$ cat src/logic/pwmart_pkg.sv
// Package: register map, field positions and reset values of the timer
package pwmart_pkg;
	// ==========================================
	// Register indices (byte address is 4x)
	localparam logic [7:0] IDX_DUTY3 = 8'h73;
	localparam logic [7:0] IDX_DUTY2 = 8'h74;
	localparam logic [7:0] IDX_DUTY1 = 8'h75;
	localparam logic [7:0] IDX_DUTY0 = 8'h76;
	localparam logic [7:0] IDX_PWMCTL = 8'h77;
	localparam logic [7:0] IDX_TCS = 8'h78;
	localparam logic [7:0] IDX_LIVE = 8'h79;
	localparam logic [7:0] IDX_RELOAD = 8'h7A;
	localparam logic [7:0] IDX_CCS = 8'h7B;
	localparam logic [7:0] IDX_CAP1 = 8'h7C;
	localparam logic [7:0] IDX_CAP2 = 8'h7D;
	localparam int ADDR_W = 10;
	// ==========================================
	// Control/status field positions
	localparam int TCS_EXT = 7;
	localparam int TCS_PSC_LO = 4;
	localparam int TCS_RUN = 3;
	localparam int TCS_FORCE = 2;
	localparam int TCS_WIE = 1;
	localparam int TCS_WRAP = 0;
	localparam int CCS_EDGE_LO = 4;
	localparam int CCS_IE_LO = 2;
	localparam int CCS_FLAG_LO = 0;
	// ==========================================
	// Reset values and sizes
	localparam logic [7:0] RST_BYTE = 8'h00;
	localparam logic [6:0] PSC_ZERO = 7'h00;
	localparam logic [7:0] CNT_MAX = 8'hFF;
	localparam int NUM_PWM = 4;
	localparam int NUM_CAP = 2;
	localparam logic [1:0] RESP_OKAY = 2'h0;
	localparam logic [1:0] RESP_SLVERR = 2'h2;
endpackage

$ cat src/logic/pwmart_sync.sv
// Two-stage synchroniser for one external level
`timescale 1ns/1ps
module pwmart_sync (
	input wire logic sys_clk_in,
	input wire logic sys_rst_in,
	input wire logic async_in,
	output logic sync_out
);
	typedef struct packed {
		logic s1;
		logic s2;
	} pwmart_sync_t;
	pwmart_sync_t st, next_st;
	always_comb begin
		next_st.s1 = async_in;
		next_st.s2 = st.s1;
		if (sys_rst_in) begin
			next_st = '0;
		end
	end
	always_ff @(posedge sys_clk_in) begin
		st <= next_st;
	end
	assign sync_out = st.s2;
endmodule

$ cat src/logic/pwmart_chan.sv
// One PWM channel: compare shadow, level generation, pin enable
`timescale 1ns/1ps
module pwmart_chan (
	input wire logic sys_clk_in,
	input wire logic sys_rst_in,
	input wire logic [7:0] count_in,
	input wire logic wrap_in,
	input wire logic [7:0] duty_in,
	input wire logic polarity_invert_in,
	input wire logic enable_in,
	output logic pin_out,
	output logic pin_oe_n_out
);
	typedef struct packed {
		logic [7:0] compare_shadow;
		logic pin;
		logic oe_n;
	} pwmart_chan_t;
	pwmart_chan_t st, next_st;
	logic [7:0] cmp_now;
	logic raw_high;
	always_comb begin
		next_st = st;
		// Shadow reloads on wrap only
		cmp_now = wrap_in ? duty_in : st.compare_shadow;
		if (wrap_in) begin
			next_st.compare_shadow = duty_in;
		end
		// Next period start when wrapping
		raw_high = wrap_in ? 1'b1 : (count_in <= cmp_now);
		next_st.pin = raw_high ^ polarity_invert_in;
		next_st.oe_n = ~enable_in;
		if (sys_rst_in) begin
			next_st.compare_shadow = 8'h00;
			next_st.pin = 1'b0;
			next_st.oe_n = 1'b1;
		end
	end
	always_ff @(posedge sys_clk_in) begin
		st <= next_st;
	end
	assign pin_out = st.pin;
	assign pin_oe_n_out = st.oe_n;
endmodule

$ cat src/logic/pwmart_top.sv
// Auto-reload PWM timer with two captures, AXI4-Lite register slave
// How it works
// - Wrap interrupt is flag AND enable
// - Wrap flag clears on status register read
// - Flag sets when counter leaves FF
// - Live counter readable and writable while counting
// - Overflow loads reload value into counter
// - Overflow sets outputs to period-start level
// - Upper nibble enables each PWM pin
// - Output high while counter <= compare
// - Polarity change inverts output at once
// - Duty sets second edge, reload first
// - Capture status bits 7:6 read zero
// - Edge select: zero falling, one rising
// - Per-channel capture interrupt enable
// - Capture flag set, cleared by data read
// - Capture data holds counter, read only
// - All registers reset to zero
// - Prescale codes divide by 1 to 128
// - Force reload loads counter, clears prescaler
// - Hidden compare loads from duty on overflow
// - Capture blocked until data register read
`timescale 1ns/1ps
module pwmart_top #(
	parameter int NUM_PWM = pwmart_pkg::NUM_PWM,
	parameter int NUM_CAP = pwmart_pkg::NUM_CAP
) (
	input wire logic sys_clk_in,
	input wire logic sys_rst_in,
	input wire logic [pwmart_pkg::ADDR_W-1:0] s_axi_awaddr_in,
	input wire logic s_axi_awvalid_in,
	output logic s_axi_awready_out,
	input wire logic [31:0] s_axi_wdata_in,
	input wire logic [3:0] s_axi_wstrb_in,
	input wire logic s_axi_wvalid_in,
	output logic s_axi_wready_out,
	output logic [1:0] s_axi_bresp_out,
	output logic s_axi_bvalid_out,
	input wire logic s_axi_bready_in,
	input wire logic [pwmart_pkg::ADDR_W-1:0] s_axi_araddr_in,
	input wire logic s_axi_arvalid_in,
	output logic s_axi_arready_out,
	output logic [31:0] s_axi_rdata_out,
	output logic [1:0] s_axi_rresp_out,
	output logic s_axi_rvalid_out,
	input wire logic s_axi_rready_in,
	input wire logic ext_clk_in,
	input wire logic [NUM_CAP-1:0] capture_in_pin_in,
	output logic [NUM_PWM-1:0] pwm_out_pin_out,
	output logic [NUM_PWM-1:0] pwm_out_pin_oe_n_out,
	output logic wrap_irq_out,
	output logic [NUM_CAP-1:0] capture_irq_out
);
	// ==========================================
	// State
	typedef struct packed {
		logic [NUM_PWM-1:0][7:0] pwm_duty_reg;
		logic [3:0] output_en;
		logic [3:0] polarity_invert;
		logic ext_source_sel;
		logic [2:0] prescale_select;
		logic count_run;
		logic wrap_irq_en;
		logic wrap_flag;
		logic [7:0] count;
		logic [7:0] reload_value_reg;
		logic [NUM_CAP-1:0] capture_edge;
		logic [NUM_CAP-1:0] capture_irq_en;
		logic [NUM_CAP-1:0] capture_flag;
		logic [NUM_CAP-1:0][7:0] captured_value;
		logic [6:0] prescaler;
		logic ext_prev;
		logic [NUM_CAP-1:0] cap_prev;
		logic aw_held;
		logic [pwmart_pkg::ADDR_W-1:0] aw_addr;
		logic w_held;
		logic [31:0] w_data;
		logic [3:0] w_strb;
		logic bvalid;
		logic [1:0] bresp;
		logic rvalid;
		logic [31:0] rdata;
		logic [1:0] rresp;
	} pwmart_top_t;
	pwmart_top_t st, next_st;

	logic ext_sync;
	logic [NUM_CAP-1:0] cap_sync;
	logic [NUM_PWM-1:0] wrap_vec;

	// ==========================================
	// Pin synchronisers
	pwmart_sync u_sync_ext (
		.sys_clk_in(sys_clk_in),
		.sys_rst_in(sys_rst_in),
		.async_in(ext_clk_in),
		.sync_out(ext_sync)
	);
	for (genvar c = 0; c < NUM_CAP; c++) begin : g_cap_sync
		pwmart_sync u_sync_cap (
			.sys_clk_in(sys_clk_in),
			.sys_rst_in(sys_rst_in),
			.async_in(capture_in_pin_in[c]),
			.sync_out(cap_sync[c])
		);
	end

	// ==========================================
	// Main next-state logic
	logic input_tick;
	logic tick;
	logic wrap;
	logic do_write;
	logic do_read;
	logic [7:0] wr_idx;
	logic [7:0] rd_idx;
	logic [7:0] wbyte;
	logic [7:0] rbyte;
	logic rd_ok;
	logic wr_ok;
	logic [6:0] psc_mask;
	logic [NUM_CAP-1:0] cap_evt;
	logic [NUM_CAP-1:0] cap_read;
	logic wrap_read;

	always_comb begin
		next_st = st;
		wr_idx = st.aw_addr[pwmart_pkg::ADDR_W-1:2];
		rd_idx = s_axi_araddr_in[pwmart_pkg::ADDR_W-1:2];
		wbyte = st.w_data[7:0];
		do_write = st.aw_held && st.w_held && !st.bvalid;
		do_read = s_axi_arvalid_in && !st.rvalid;
		wrap_read = 1'b0;
		cap_read = '0;
		// Prescaler input: CPU clock or rising edge of external pin
		next_st.ext_prev = ext_sync;
		input_tick = st.ext_source_sel ? (ext_sync && !st.ext_prev) : 1'b1;
		psc_mask = 7'((8'h01 << st.prescale_select) - 8'h01);
		tick = 1'b0;
		if (st.count_run && input_tick) begin
			if ((st.prescaler & psc_mask) == psc_mask) begin
				tick = 1'b1;
				next_st.prescaler = pwmart_pkg::PSC_ZERO;
			end else begin
				next_st.prescaler = st.prescaler + 7'h01;
			end
		end
		wrap = tick && (st.count == pwmart_pkg::CNT_MAX);
		if (tick) begin
			next_st.count = wrap ? st.reload_value_reg :
				st.count + 8'h01;
		end
		// Capture edges
		next_st.cap_prev = cap_sync;
		for (int c = 0; c < NUM_CAP; c++) begin
			cap_evt[c] = st.capture_edge[c] ? (cap_sync[c] && !st.cap_prev[c])
				: (!cap_sync[c] && st.cap_prev[c]);
		end
		// ==========================================
		// Register read
		rd_ok = 1'b1;
		rbyte = 8'h00;
		unique case (rd_idx)
			pwmart_pkg::IDX_DUTY3: rbyte = st.pwm_duty_reg[3];
			pwmart_pkg::IDX_DUTY2: rbyte = st.pwm_duty_reg[2];
			pwmart_pkg::IDX_DUTY1: rbyte = st.pwm_duty_reg[1];
			pwmart_pkg::IDX_DUTY0: rbyte = st.pwm_duty_reg[0];
			pwmart_pkg::IDX_PWMCTL: rbyte = {st.output_en, st.polarity_invert};
			pwmart_pkg::IDX_TCS: begin
				rbyte = {st.ext_source_sel, st.prescale_select, st.count_run,
					1'b0, st.wrap_irq_en, st.wrap_flag};
				wrap_read = do_read;
			end
			pwmart_pkg::IDX_LIVE: rbyte = st.count;
			pwmart_pkg::IDX_RELOAD: rbyte = st.reload_value_reg;
			pwmart_pkg::IDX_CCS: rbyte = {2'b00, st.capture_edge,
				st.capture_irq_en, st.capture_flag};
			pwmart_pkg::IDX_CAP1: begin
				rbyte = st.captured_value[0];
				cap_read[0] = do_read;
			end
			pwmart_pkg::IDX_CAP2: begin
				rbyte = st.captured_value[1];
				cap_read[1] = do_read;
			end
			default: rd_ok = 1'b0;
		endcase
		if (do_read) begin
			next_st.rvalid = 1'b1;
			next_st.rdata = {24'h000000, rbyte};
			next_st.rresp = rd_ok ? pwmart_pkg::RESP_OKAY
				: pwmart_pkg::RESP_SLVERR;
		end else if (st.rvalid && s_axi_rready_in) begin
			next_st.rvalid = 1'b0;
		end
		// Flags: wrap set wins over read clear; a capture event is ignored while its flag is set
		if (wrap_read) begin
			next_st.wrap_flag = 1'b0;
		end
		if (wrap) begin
			next_st.wrap_flag = 1'b1;
		end
		for (int c = 0; c < NUM_CAP; c++) begin
			if (cap_read[c]) begin
				next_st.capture_flag[c] = 1'b0;
			end
			if (cap_evt[c] && !st.capture_flag[c]) begin
				next_st.capture_flag[c] = 1'b1;
				next_st.captured_value[c] = st.count;
			end
		end
		// ==========================================
		// Register write
		if (s_axi_awvalid_in && !st.aw_held) begin
			next_st.aw_held = 1'b1;
			next_st.aw_addr = s_axi_awaddr_in;
		end
		if (s_axi_wvalid_in && !st.w_held) begin
			next_st.w_held = 1'b1;
			next_st.w_data = s_axi_wdata_in;
			next_st.w_strb = s_axi_wstrb_in;
		end
		wr_ok = 1'b1;
		if (do_write) begin
			next_st.aw_held = 1'b0;
			next_st.w_held = 1'b0;
			next_st.bvalid = 1'b1;
			unique case (wr_idx)
				pwmart_pkg::IDX_DUTY3, pwmart_pkg::IDX_DUTY2,
				pwmart_pkg::IDX_DUTY1, pwmart_pkg::IDX_DUTY0,
				pwmart_pkg::IDX_PWMCTL, pwmart_pkg::IDX_TCS,
				pwmart_pkg::IDX_LIVE, pwmart_pkg::IDX_RELOAD,
				pwmart_pkg::IDX_CCS, pwmart_pkg::IDX_CAP1,
				pwmart_pkg::IDX_CAP2: wr_ok = 1'b1;
				default: wr_ok = 1'b0;
			endcase
			next_st.bresp = wr_ok ? pwmart_pkg::RESP_OKAY
				: pwmart_pkg::RESP_SLVERR;
			if (st.w_strb[0]) begin
				unique case (wr_idx)
					pwmart_pkg::IDX_DUTY3: next_st.pwm_duty_reg[3] = wbyte;
					pwmart_pkg::IDX_DUTY2: next_st.pwm_duty_reg[2] = wbyte;
					pwmart_pkg::IDX_DUTY1: next_st.pwm_duty_reg[1] = wbyte;
					pwmart_pkg::IDX_DUTY0: next_st.pwm_duty_reg[0] = wbyte;
					pwmart_pkg::IDX_PWMCTL: begin
						next_st.output_en = wbyte[7:4];
						next_st.polarity_invert = wbyte[3:0];
					end
					pwmart_pkg::IDX_TCS: begin
						next_st.ext_source_sel = wbyte[pwmart_pkg::TCS_EXT];
						next_st.prescale_select =
							wbyte[pwmart_pkg::TCS_PSC_LO +: 3];
						next_st.count_run = wbyte[pwmart_pkg::TCS_RUN];
						next_st.wrap_irq_en = wbyte[pwmart_pkg::TCS_WIE];
						if (wbyte[pwmart_pkg::TCS_FORCE]) begin
							next_st.count = st.reload_value_reg;
							next_st.prescaler = pwmart_pkg::PSC_ZERO;
						end
					end
					pwmart_pkg::IDX_LIVE: begin
						next_st.count = wbyte;
						next_st.prescaler = pwmart_pkg::PSC_ZERO;
					end
					pwmart_pkg::IDX_RELOAD: next_st.reload_value_reg = wbyte;
					pwmart_pkg::IDX_CCS: begin
						next_st.capture_edge =
							wbyte[pwmart_pkg::CCS_EDGE_LO +: 2];
						next_st.capture_irq_en =
							wbyte[pwmart_pkg::CCS_IE_LO +: 2];
					end
					default: next_st.count = next_st.count;
				endcase
			end
		end
		if (st.bvalid && s_axi_bready_in) begin
			next_st.bvalid = 1'b0;
		end
		if (sys_rst_in) begin
			next_st = '0;
		end
	end

	always_ff @(posedge sys_clk_in) begin
		st <= next_st;
	end

	// ==========================================
	// PWM channels
	for (genvar p = 0; p < NUM_PWM; p++) begin : g_pwm
		assign wrap_vec[p] = wrap;
		pwmart_chan u_chan (
			.sys_clk_in(sys_clk_in),
			.sys_rst_in(sys_rst_in),
			.count_in(next_st.count),
			.wrap_in(wrap_vec[p]),
			.duty_in(st.pwm_duty_reg[p]),
			.polarity_invert_in(next_st.polarity_invert[p]),
			.enable_in(next_st.output_en[p]),
			.pin_out(pwm_out_pin_out[p]),
			.pin_oe_n_out(pwm_out_pin_oe_n_out[p])
		);
	end

	// ==========================================
	// Outputs
	assign s_axi_awready_out = !st.aw_held;
	assign s_axi_wready_out = !st.w_held;
	assign s_axi_bvalid_out = st.bvalid;
	assign s_axi_bresp_out = st.bresp;
	assign s_axi_arready_out = !st.rvalid;
	assign s_axi_rvalid_out = st.rvalid;
	assign s_axi_rdata_out = st.rdata;
	assign s_axi_rresp_out = st.rresp;
	assign wrap_irq_out = st.wrap_flag && st.wrap_irq_en;
	assign capture_irq_out = st.capture_flag & st.capture_irq_en;
endmodule

$ cat config.mk
export PLATFORM = sky130hd
export DESIGN_NAME = pwmart_top
export DESIGN_NICKNAME = d
export VERILOG_FILES = /design/src/logic/pwmart_pkg.sv /design/src/logic/pwmart_sync.sv /design/src/logic/pwmart_chan.sv /design/src/logic/pwmart_top.sv
export SDC_FILE = /design/constraint.sdc
export NUM_CORES = 1
export LEC_CHECK = 0
export BUFFER_PORTS_ARGS = -buffer_cell sky130_fd_sc_hd__buf_2
export CAP_MARGIN = 10
export CORE_MARGIN = 5
export CORE_UTILIZATION = 55
export DETAILED_ROUTE_END_ITERATION = 10
export PLACE_DENSITY = 0.77
export SLEW_MARGIN = 5
export SYNTH_ARGS = -nofsm -noshare
export SYNTH_HDL_FRONTEND = slang
export SYNTH_SLANG_ARGS = --single-unit
$ cat constraint.sdc
create_clock -name sys_clk_in -period 4.1 [get_ports sys_clk_in]
set_input_delay 0.82 -clock sys_clk_in [delete_from_list [all_inputs] [get_ports sys_clk_in]]
set_output_delay 0.82 -clock sys_clk_in [all_outputs]
set_load 0.05 [all_outputs]
==> qor.txt, run 1 <==
sequential-to-total area share from yosys stat = 39.4%
commonest non-fill, non-tap cell in the layout = dfxtp_1
top-area cell type share of the netlist area = 39.4%
Placer Congestion = 0.967
initial core utilization = 55.6%
RSZ-0062 raised after global routing = no
Syn Inst Count = 971
Reg-to-Reg End = g_pwm[1].u_chan.pin_out
layout cells sized above 1 = 16.3%
Placed Cells = 1202
TritonCTS clock tree = done
most frequent cell on the critical path = or4_4
first-pass GRT wire length = 37300 um
Root Driver = clkbuf_16
number of DRC markers in iteration 0 = 782
biggest area contributors in the synthesized netlist = dfxtp_1 39%, mux2i_1 12%, nor2_1 5.2%
Critical Path End = g_pwm[1].u_chan.pin_out
CP Cell Sequence = nand2b_4 -> or4_4 -> or4_4 -> nor3_2 -> a311o_1 -> nand2_1 -> ha_1 -> nor2b_1 -> o21ai_0 -> nand2b_1 -> a211oi_1 -> or3_1 -> mux2_2
Setup Buffers After CTS = 0
clock tree buffer depth = 2
DR vias/cell = 5.88
Register-to-Register Path Depth = 13
Hold Path Class = reg -> reg
setup_tns = 0 ps
Die Span X = 136 um
Detailed Routing Iterations Pass 1 = 5
clk_skew = 11.5 ps
syn_area_per_cell = 9.00 um2
share of flip-flops with an asynchronous set or reset = 0%
GRT Total Usage = 26.2%
# rows = 46
status = finished clean
die area = 18500 um2
prevailing post-synth register cell = dfxtp_1
total CTS buffers = 17
CP Depth = 13
Critical Path Start = st[80]
Clock Latency Late Sink = 440 ps
Setup CP Type = reg -> reg
largest net degree at the start of global routing = 60
Critical R2R Launch = st[80]
post-synthesis cell type count = 76
layout overhead on the synthesized area = 10.2%
CP bufs+invs = 0
Final setup viols = 0
DP HPWL = 16500 um
Post-Syn Area = 8740 um2
multi-input logic area = 4720 um2
slowest cell on the critical path = dfxtp_1
synthesized flop and latch total = 172
Tcrit/Tclk final = 87.5%
Storage cell area = 3440 um2
Final Net Count = 1105
vias in the first global route = 6749
EDFF count, synth = 0
slowest stage delay, CP = 530 ps
routed wire length = 23600 um
CP delay by family, top = simple AND/OR/NAND/NOR gates
ant diodes = 0
clock period minus worst slack = 3590 ps
Final Max Slew Viols = 0
Residual DRC = 0
PwrDens = 369 nW/um2
CP startpoint kind = register
GRT overflow = 0
critical path fanouts, max = 10
max cap viols = 0
CP endpoint kind = register
PortBufs = 60
worst ir drop on vdd = 0.393 mV
# resized after CTS = 0
Yosys top cell by area = dfxtp_1
Max Fclk = 279 MHz
synth warn = 0
Post-Layout Cell Count = 1234
initial antenna violation count = 0
total I/O pin count = 118
fillers = 1380
Core ar. = 15700 um2
hold_buf cts = 0
leak pwr = 3.69 nW
Req. time, crit path = 4430 ps
worst slew pin tran = 1130 ps
H-Tree Depth = 4
worst reg2reg setup slack = 510 ps
DIE HEIGHT = 136 um
clock sinks = 172
Reg clk slew, reported paths = 80 ps
Post-DRT Antenna Nets = 0
Rel. slew slack = 24.6%
DR vias = 7261
crit path DAT = 3920 ps
commonest cells after routing, fill and taps aside = 172 x dfxtp_1, 121 x nor2_1, 103 x mux2i_1
Fin. Hold Viols = 0
WL/cell = 19.1 um
metrics by stage:
step | area [um2] | utilization (%) | power, mW | hold slack (ps) | worst slack [ps]
finish | 9630 | 61.3 | 3.56 | 445 | 514
global route | 9630 | 61.3 | 3.67 | 464 | 327
CTS | 9630 | 61.3 | 3.56 | 447 | 567
detailed placement | 9050 | 57.6 | 2.00 | 424 | 613
global placement | 9050 | 57.6 | 1.99 | 433 | 662
floorplan | 8830 | - | 1.95 | 414 | 607
power breakdown:
part	internal, mW	switching, mW
Clock	0.837	0.757
Combinational	0.0617	0.185
Sequential	1.69	0.0257
flip-flops by register name, summed over array words and instances, names as in the netlist, 2 cells and up:
| name | cells |
|---|---|
| st | 114 |
| g_pwm.u_chan.st | 32 |
| s_axi_rdata_out | 8 |
| g_pwm.u_chan.pin_oe_n_out | 4 |
| g_pwm.u_chan.pin_out | 4 |
| g_cap_sync.u_sync_cap.st | 2 |
| g_cap_sync.u_sync_cap.sync_out | 2 |
per-layer routing:
metal	global-route usage (%)	part of all wire (%)	vias up	wire length (um)
met4	10.3	3.4	0	800
met2	40.8	46	332	10800
li1	-	-	3432	-
met1	35.0	42	3441	9890
met3	6.33	9.1	56	2140
met5	0	0	-	0
cells in the mapped netlist (3+ instances only):
library cell,count
a211oi_1,9
a21o_1,3
a21oi_1,65
a221oi_1,8
a22o_1,16
a22oi_1,3
a31oi_1,6
and2_1,5
and3_1,5
buf_1,3
buf_2,6
buf_4,44
buf_6,3
clkbuf_1,44
dfxtp_1,172
ha_1,34
inv_1,15
mux2_2,12
mux2i_1,103
mux4_2,3
nand2_1,81
nand2b_1,14
nand3_1,25
nand3b_1,5
nand4_1,15
nor2_1,121
nor2_2,4
nor2b_1,28
nor3_1,14
nor4_1,3
o21ai_0,26
o2bb2ai_1,3
o31ai_1,3
or2_2,5
or3_1,5
xor2_1,5
area by class of cell:
cell class	instances	share of cell area [%]
Tap cell	216	2.81
Multi-Input combinational cell	706	49.0
Clock buffer	19	4.70
Sequential cell	172	35.8
Timing Repair Buffer	93	5.85
Inverter	15	0.585
Clock inverter	13	1.26
kinds of logic after synthesis:
family	share of synthesized area (%)
other	0.0429
muxes	14.1
buffers and inverters	7.69
AOI/OAI and AO/OA	12.6
DFF	39.4
adders and majority gates	4.87
xor gates and xnor gates	0.501
and+or+nand+nor	20.7
worst min path at each step:
stage	startpoint	endpoint	slack [ps]	depth (start not counted)
2_1_floorplan	g_cap_sync[0].u_sync_cap.st[1]	g_cap_sync[0].u_sync_cap.sync_out	410	1
5_1_grt	g_cap_sync[1].u_sync_cap.st[1]	g_cap_sync[1].u_sync_cap.sync_out	460	1
3_5_place_dp	g_cap_sync[1].u_sync_cap.st[1]	g_cap_sync[1].u_sync_cap.sync_out	420	1
6_report	g_cap_sync[1].u_sync_cap.st[1]	g_cap_sync[1].u_sync_cap.sync_out	450	1
3_3_place_gp	s_axi_rdata_out[3]	s_axi_rdata_out[3]	430	2
4_1_cts	g_cap_sync[1].u_sync_cap.st[1]	g_cap_sync[1].u_sync_cap.sync_out	450	1
worst register-to-register path, stage by stage, from the launching register on:
cell and delay, ps:
dfxtp_1 530, nand2b_4 120, or4_4 510, or4_4 440, nor3_2 140, a311o_1 150
nand2_1 280, ha_1 340, nor2b_1 100, o21ai_0 70, nand2b_1 70, a211oi_1 60
or3_1 380, mux2_2 280
(Power assumes the default switching activity.)
==> run 2, diff against run 1 <==
CAP_MARGIN = 20   (was 10)
CTS_BUF_LIST = sky130_fd_sc_hd__clkbuf_4 sky130_fd_sc_hd__clkbuf_8   (was not set)
SYNTH_HIERARCHICAL = 1   (was not set)
==> run 2 against run 1 <==
  * Maximum frequency decreased by 0.73%
  * Via count decreased by 1.6%
  * Synthesized cell count increased by 0.93%
  * Largest power group unchanged
  * Utilization decreased by 1.4 points
  * Power decreased by 14%
==> qor.txt, run 2 <==
status = finished clean
multi-input logic area = 4800 um2 (+1.8%)
setup_tns = 0 ps (unchanged)
die area = 18600 um2 (+0.29%)
post-synthesis cell type count = 77 (+1.3%)
worst ir drop on vdd = 0.212 mV (-46%)
Residual DRC = 0 (unchanged)
PwrDens = 324 nW/um2 (-12%)
max reg flops = 114 (unchanged)
DP HPWL = 16100 um (-2.4%)
Final setup viols = 0 (unchanged)
synth warn = 6 (+6)
layout cells sized above 1 = 16.3% (-0.030 points)
Reg clk slew, reported paths = 90 ps (about the same)
DR vias = 7143 (-1.6%)
max cap viols = 0 (unchanged)
fillers = 1432 (+3.8%)
Storage cell area = 3440 um2 (unchanged)
worst hold margin = 449 ps (+3.16 ps)
largest net degree at the start of global routing = 85 (+42%)
number of DRC markers in iteration 0 = 610 (-22%)
Root Driver = clkbuf_8
Post-DRT Antenna Nets = 0 (unchanged)
clock sinks = 172 (unchanged)
syn_area_per_cell = 8.94 um2 (-0.61%)
CP startpoint kind = register
first-pass GRT wire length = 35700 um (-4.2%)
initial antenna violation count = 0 (unchanged)
prevailing post-synth register cell = dfxtp_1
Syn Inst Count = 980 (+0.93%)
Fin. Hold Viols = 0 (unchanged)
TritonCTS clock tree = done
commonest cells after routing, fill and taps aside = 172 x dfxtp_1, 144 x nor2_1, 112 x mux2i_1
Core ar. = 15800 um2 (+0.37%)
Rel. slew slack = 42.3% (+18 points)
clock tree buffer depth = 2 (unchanged)
Hold Path Class = reg -> reg
# rows = 46 (unchanged)
sequential-to-total area share from yosys stat = 39.3% (-0.12 points)
most frequent cell after synthesis = dfxtp_1
layout overhead on the synthesized area = 7.70%
DR vias/cell = 5.75 (-2.3%)
vias in the first global route = 6784 (+0.52%)
Yosys top cell by area = dfxtp_1
Die Span X = 136 um (+0.14%)
initial core utilization = 55.6% (about the same)
top-area cell type share of the netlist area = 39.3% (-0.12 points)
crit path DAT = 3960 ps (+40 ps)
leak pwr = 3.72 nW (+0.94%)
total CTS buffers = 17 (unchanged)
CP endpoint kind = register
total I/O pin count = 118 (unchanged)
critical path fanouts, max = 10 (unchanged)
hold_buf cts = 0 (unchanged)
synthesized flop and latch total = 172 (unchanged)
Req. time, crit path = 4450 ps (+20 ps)
GRT overflow = 0 (unchanged)
Final Net Count = 1114 (+0.81%)
Final Max Slew Viols = 0 (unchanged)
H-Tree Depth = 4 (unchanged)
routed wire length = 22500 um (-4.6%)
Detailed Routing Iterations Pass 1 = 6 (+1)
GRT Total Usage = 24.7% (-1.5 points)
share of flip-flops with an asynchronous set or reset = 0% (unchanged)
Post-Syn Area = 8760 um2 (+0.32%)
biggest area contributors in the synthesized netlist = dfxtp_1 39%, mux2i_1 13%, nor2_1 6.2%
Tcrit/Tclk final = 88.1% (+0.64 points)
worst slew pin tran = 864 ps (-262 ps)
PortBufs = 60 (unchanged)
Clock Latency Late Sink = 460 ps (+20 ps)
EDFF count, synth = 0 (unchanged)
Setup Buffers After CTS = 0 (unchanged)
Placer Congestion = 0.976 (+0.97%)
WL/cell = 18.1 um (-5.2%)
clk_skew = 15.8 ps (+4.29 ps)
Max Fclk = 277 MHz (-0.73%)
RSZ-0062 raised after global routing = no
commonest non-fill, non-tap cell in the layout = dfxtp_1
ant diodes = 0 (unchanged)
# resized after CTS = 0 (unchanged)
Setup CP Type = reg -> reg
DIE HEIGHT = 136 um (+0.14%)
Post-synth top cells = 172 x dfxtp_1, 144 x nor2_1, 112 x mux2i_1, 74 x nand2_1, 61 x a21oi_1
clock period minus worst slack = 3610 ps (+26.4 ps)
Largest Register = st
run 2: changes by cell type in the layout (fill, tap and decap cells not counted), sizes merged, moves of 7 or more:
cell / previous run / this run
a22o: 16 / 8
buf: 93 / 82
mux2: 12 / 19
mux2i: 103 / 112
nand2: 82 / 75
nor2: 126 / 155
nor2b: 28 / 37
run 2: path summary, 6_finish.rpt:
path	endpoint	slack, ps	startpoint	cells past startpoint
setup / recovery	g_pwm[2].u_chan/pin_out	490	st[127]	13
hold / removal	u_sync_ext/sync_out	450	u_sync_ext/st[1]	1
setup reg to reg	g_pwm[2].u_chan/pin_out	490	st[127]	13
hold reg to reg	u_sync_ext/sync_out	450	u_sync_ext/st[1]	1
run 2: cell type report:
type	count	share of cell area (%)
Inverter	22	0.875
Multi-Input combinational cell	719	50.9
Clock buffer	21	2.93
Sequential cell	172	36.5
Timing Repair Buffer	82	5.09
Clock inverter	10	0.848
Tap cell	216	2.86
run 2: stage by stage:
stage	setup WS [ps]	cells	total power [mW]	cell area [um2]	util (%)
floorplan	822	1005	1.96	8860	-
global placement	494	1211	2.00	9080	57.6
detailed placement	581	1211	2.00	9080	57.6
CTS	566	1242	3.07	9440	59.8
global route	310	1242	3.17	9440	59.8
finish	487	1242	3.06	9440	59.8
run 2: critical path: stages (launching register included):
cell and delay [ps]:
dfxtp_1 580, ha_1 280, inv_1 100, nor3_4 400, mux2i_1 140, o22a_1 200, a221oi_2 400, buf_4 210
ha_1 240, nor2b_1 140, o211ai_1 170, a21oi_1 100, o31ai_2 200, mux2_1 340
run 2: routing by layer:
layer	track usage [%]	vias up	routed length, um
met5	0	-	0
met4	7.56	0	500
met3	5.85	47	1960
met2	39.9	303	10300
met1	32.8	3355	9730
li1	-	3438	-
run 2: power breakdown:
part | leakage (nW) | internal [mW] | switching (mW) | total [mW]
clock | 0.183 | 0.473 | 0.627 | 1.10
combinational | 2.15 | 0.0585 | 0.193 | 0.252
sequential | 1.39 | 1.69 | 0.0204 | 1.71
total | 3.72 | 2.22 | 0.841 | 3.06
run 2: cell families after synthesis:
family / after synthesis / share of synthesized area, %
buffers and inverters: 114 / 6.95
multiplexers: 131 / 15.2
flip-flops: 172 / 39.3
other: 1 / 0.0428
adder cells (fa/ha/maj): 34 / 4.85
AND/OR/NAND/NOR: 351 / 19.6
AO/OA/AOI/OAI: 171 / 13.4
XOR/XNOR: 6 / 0.600
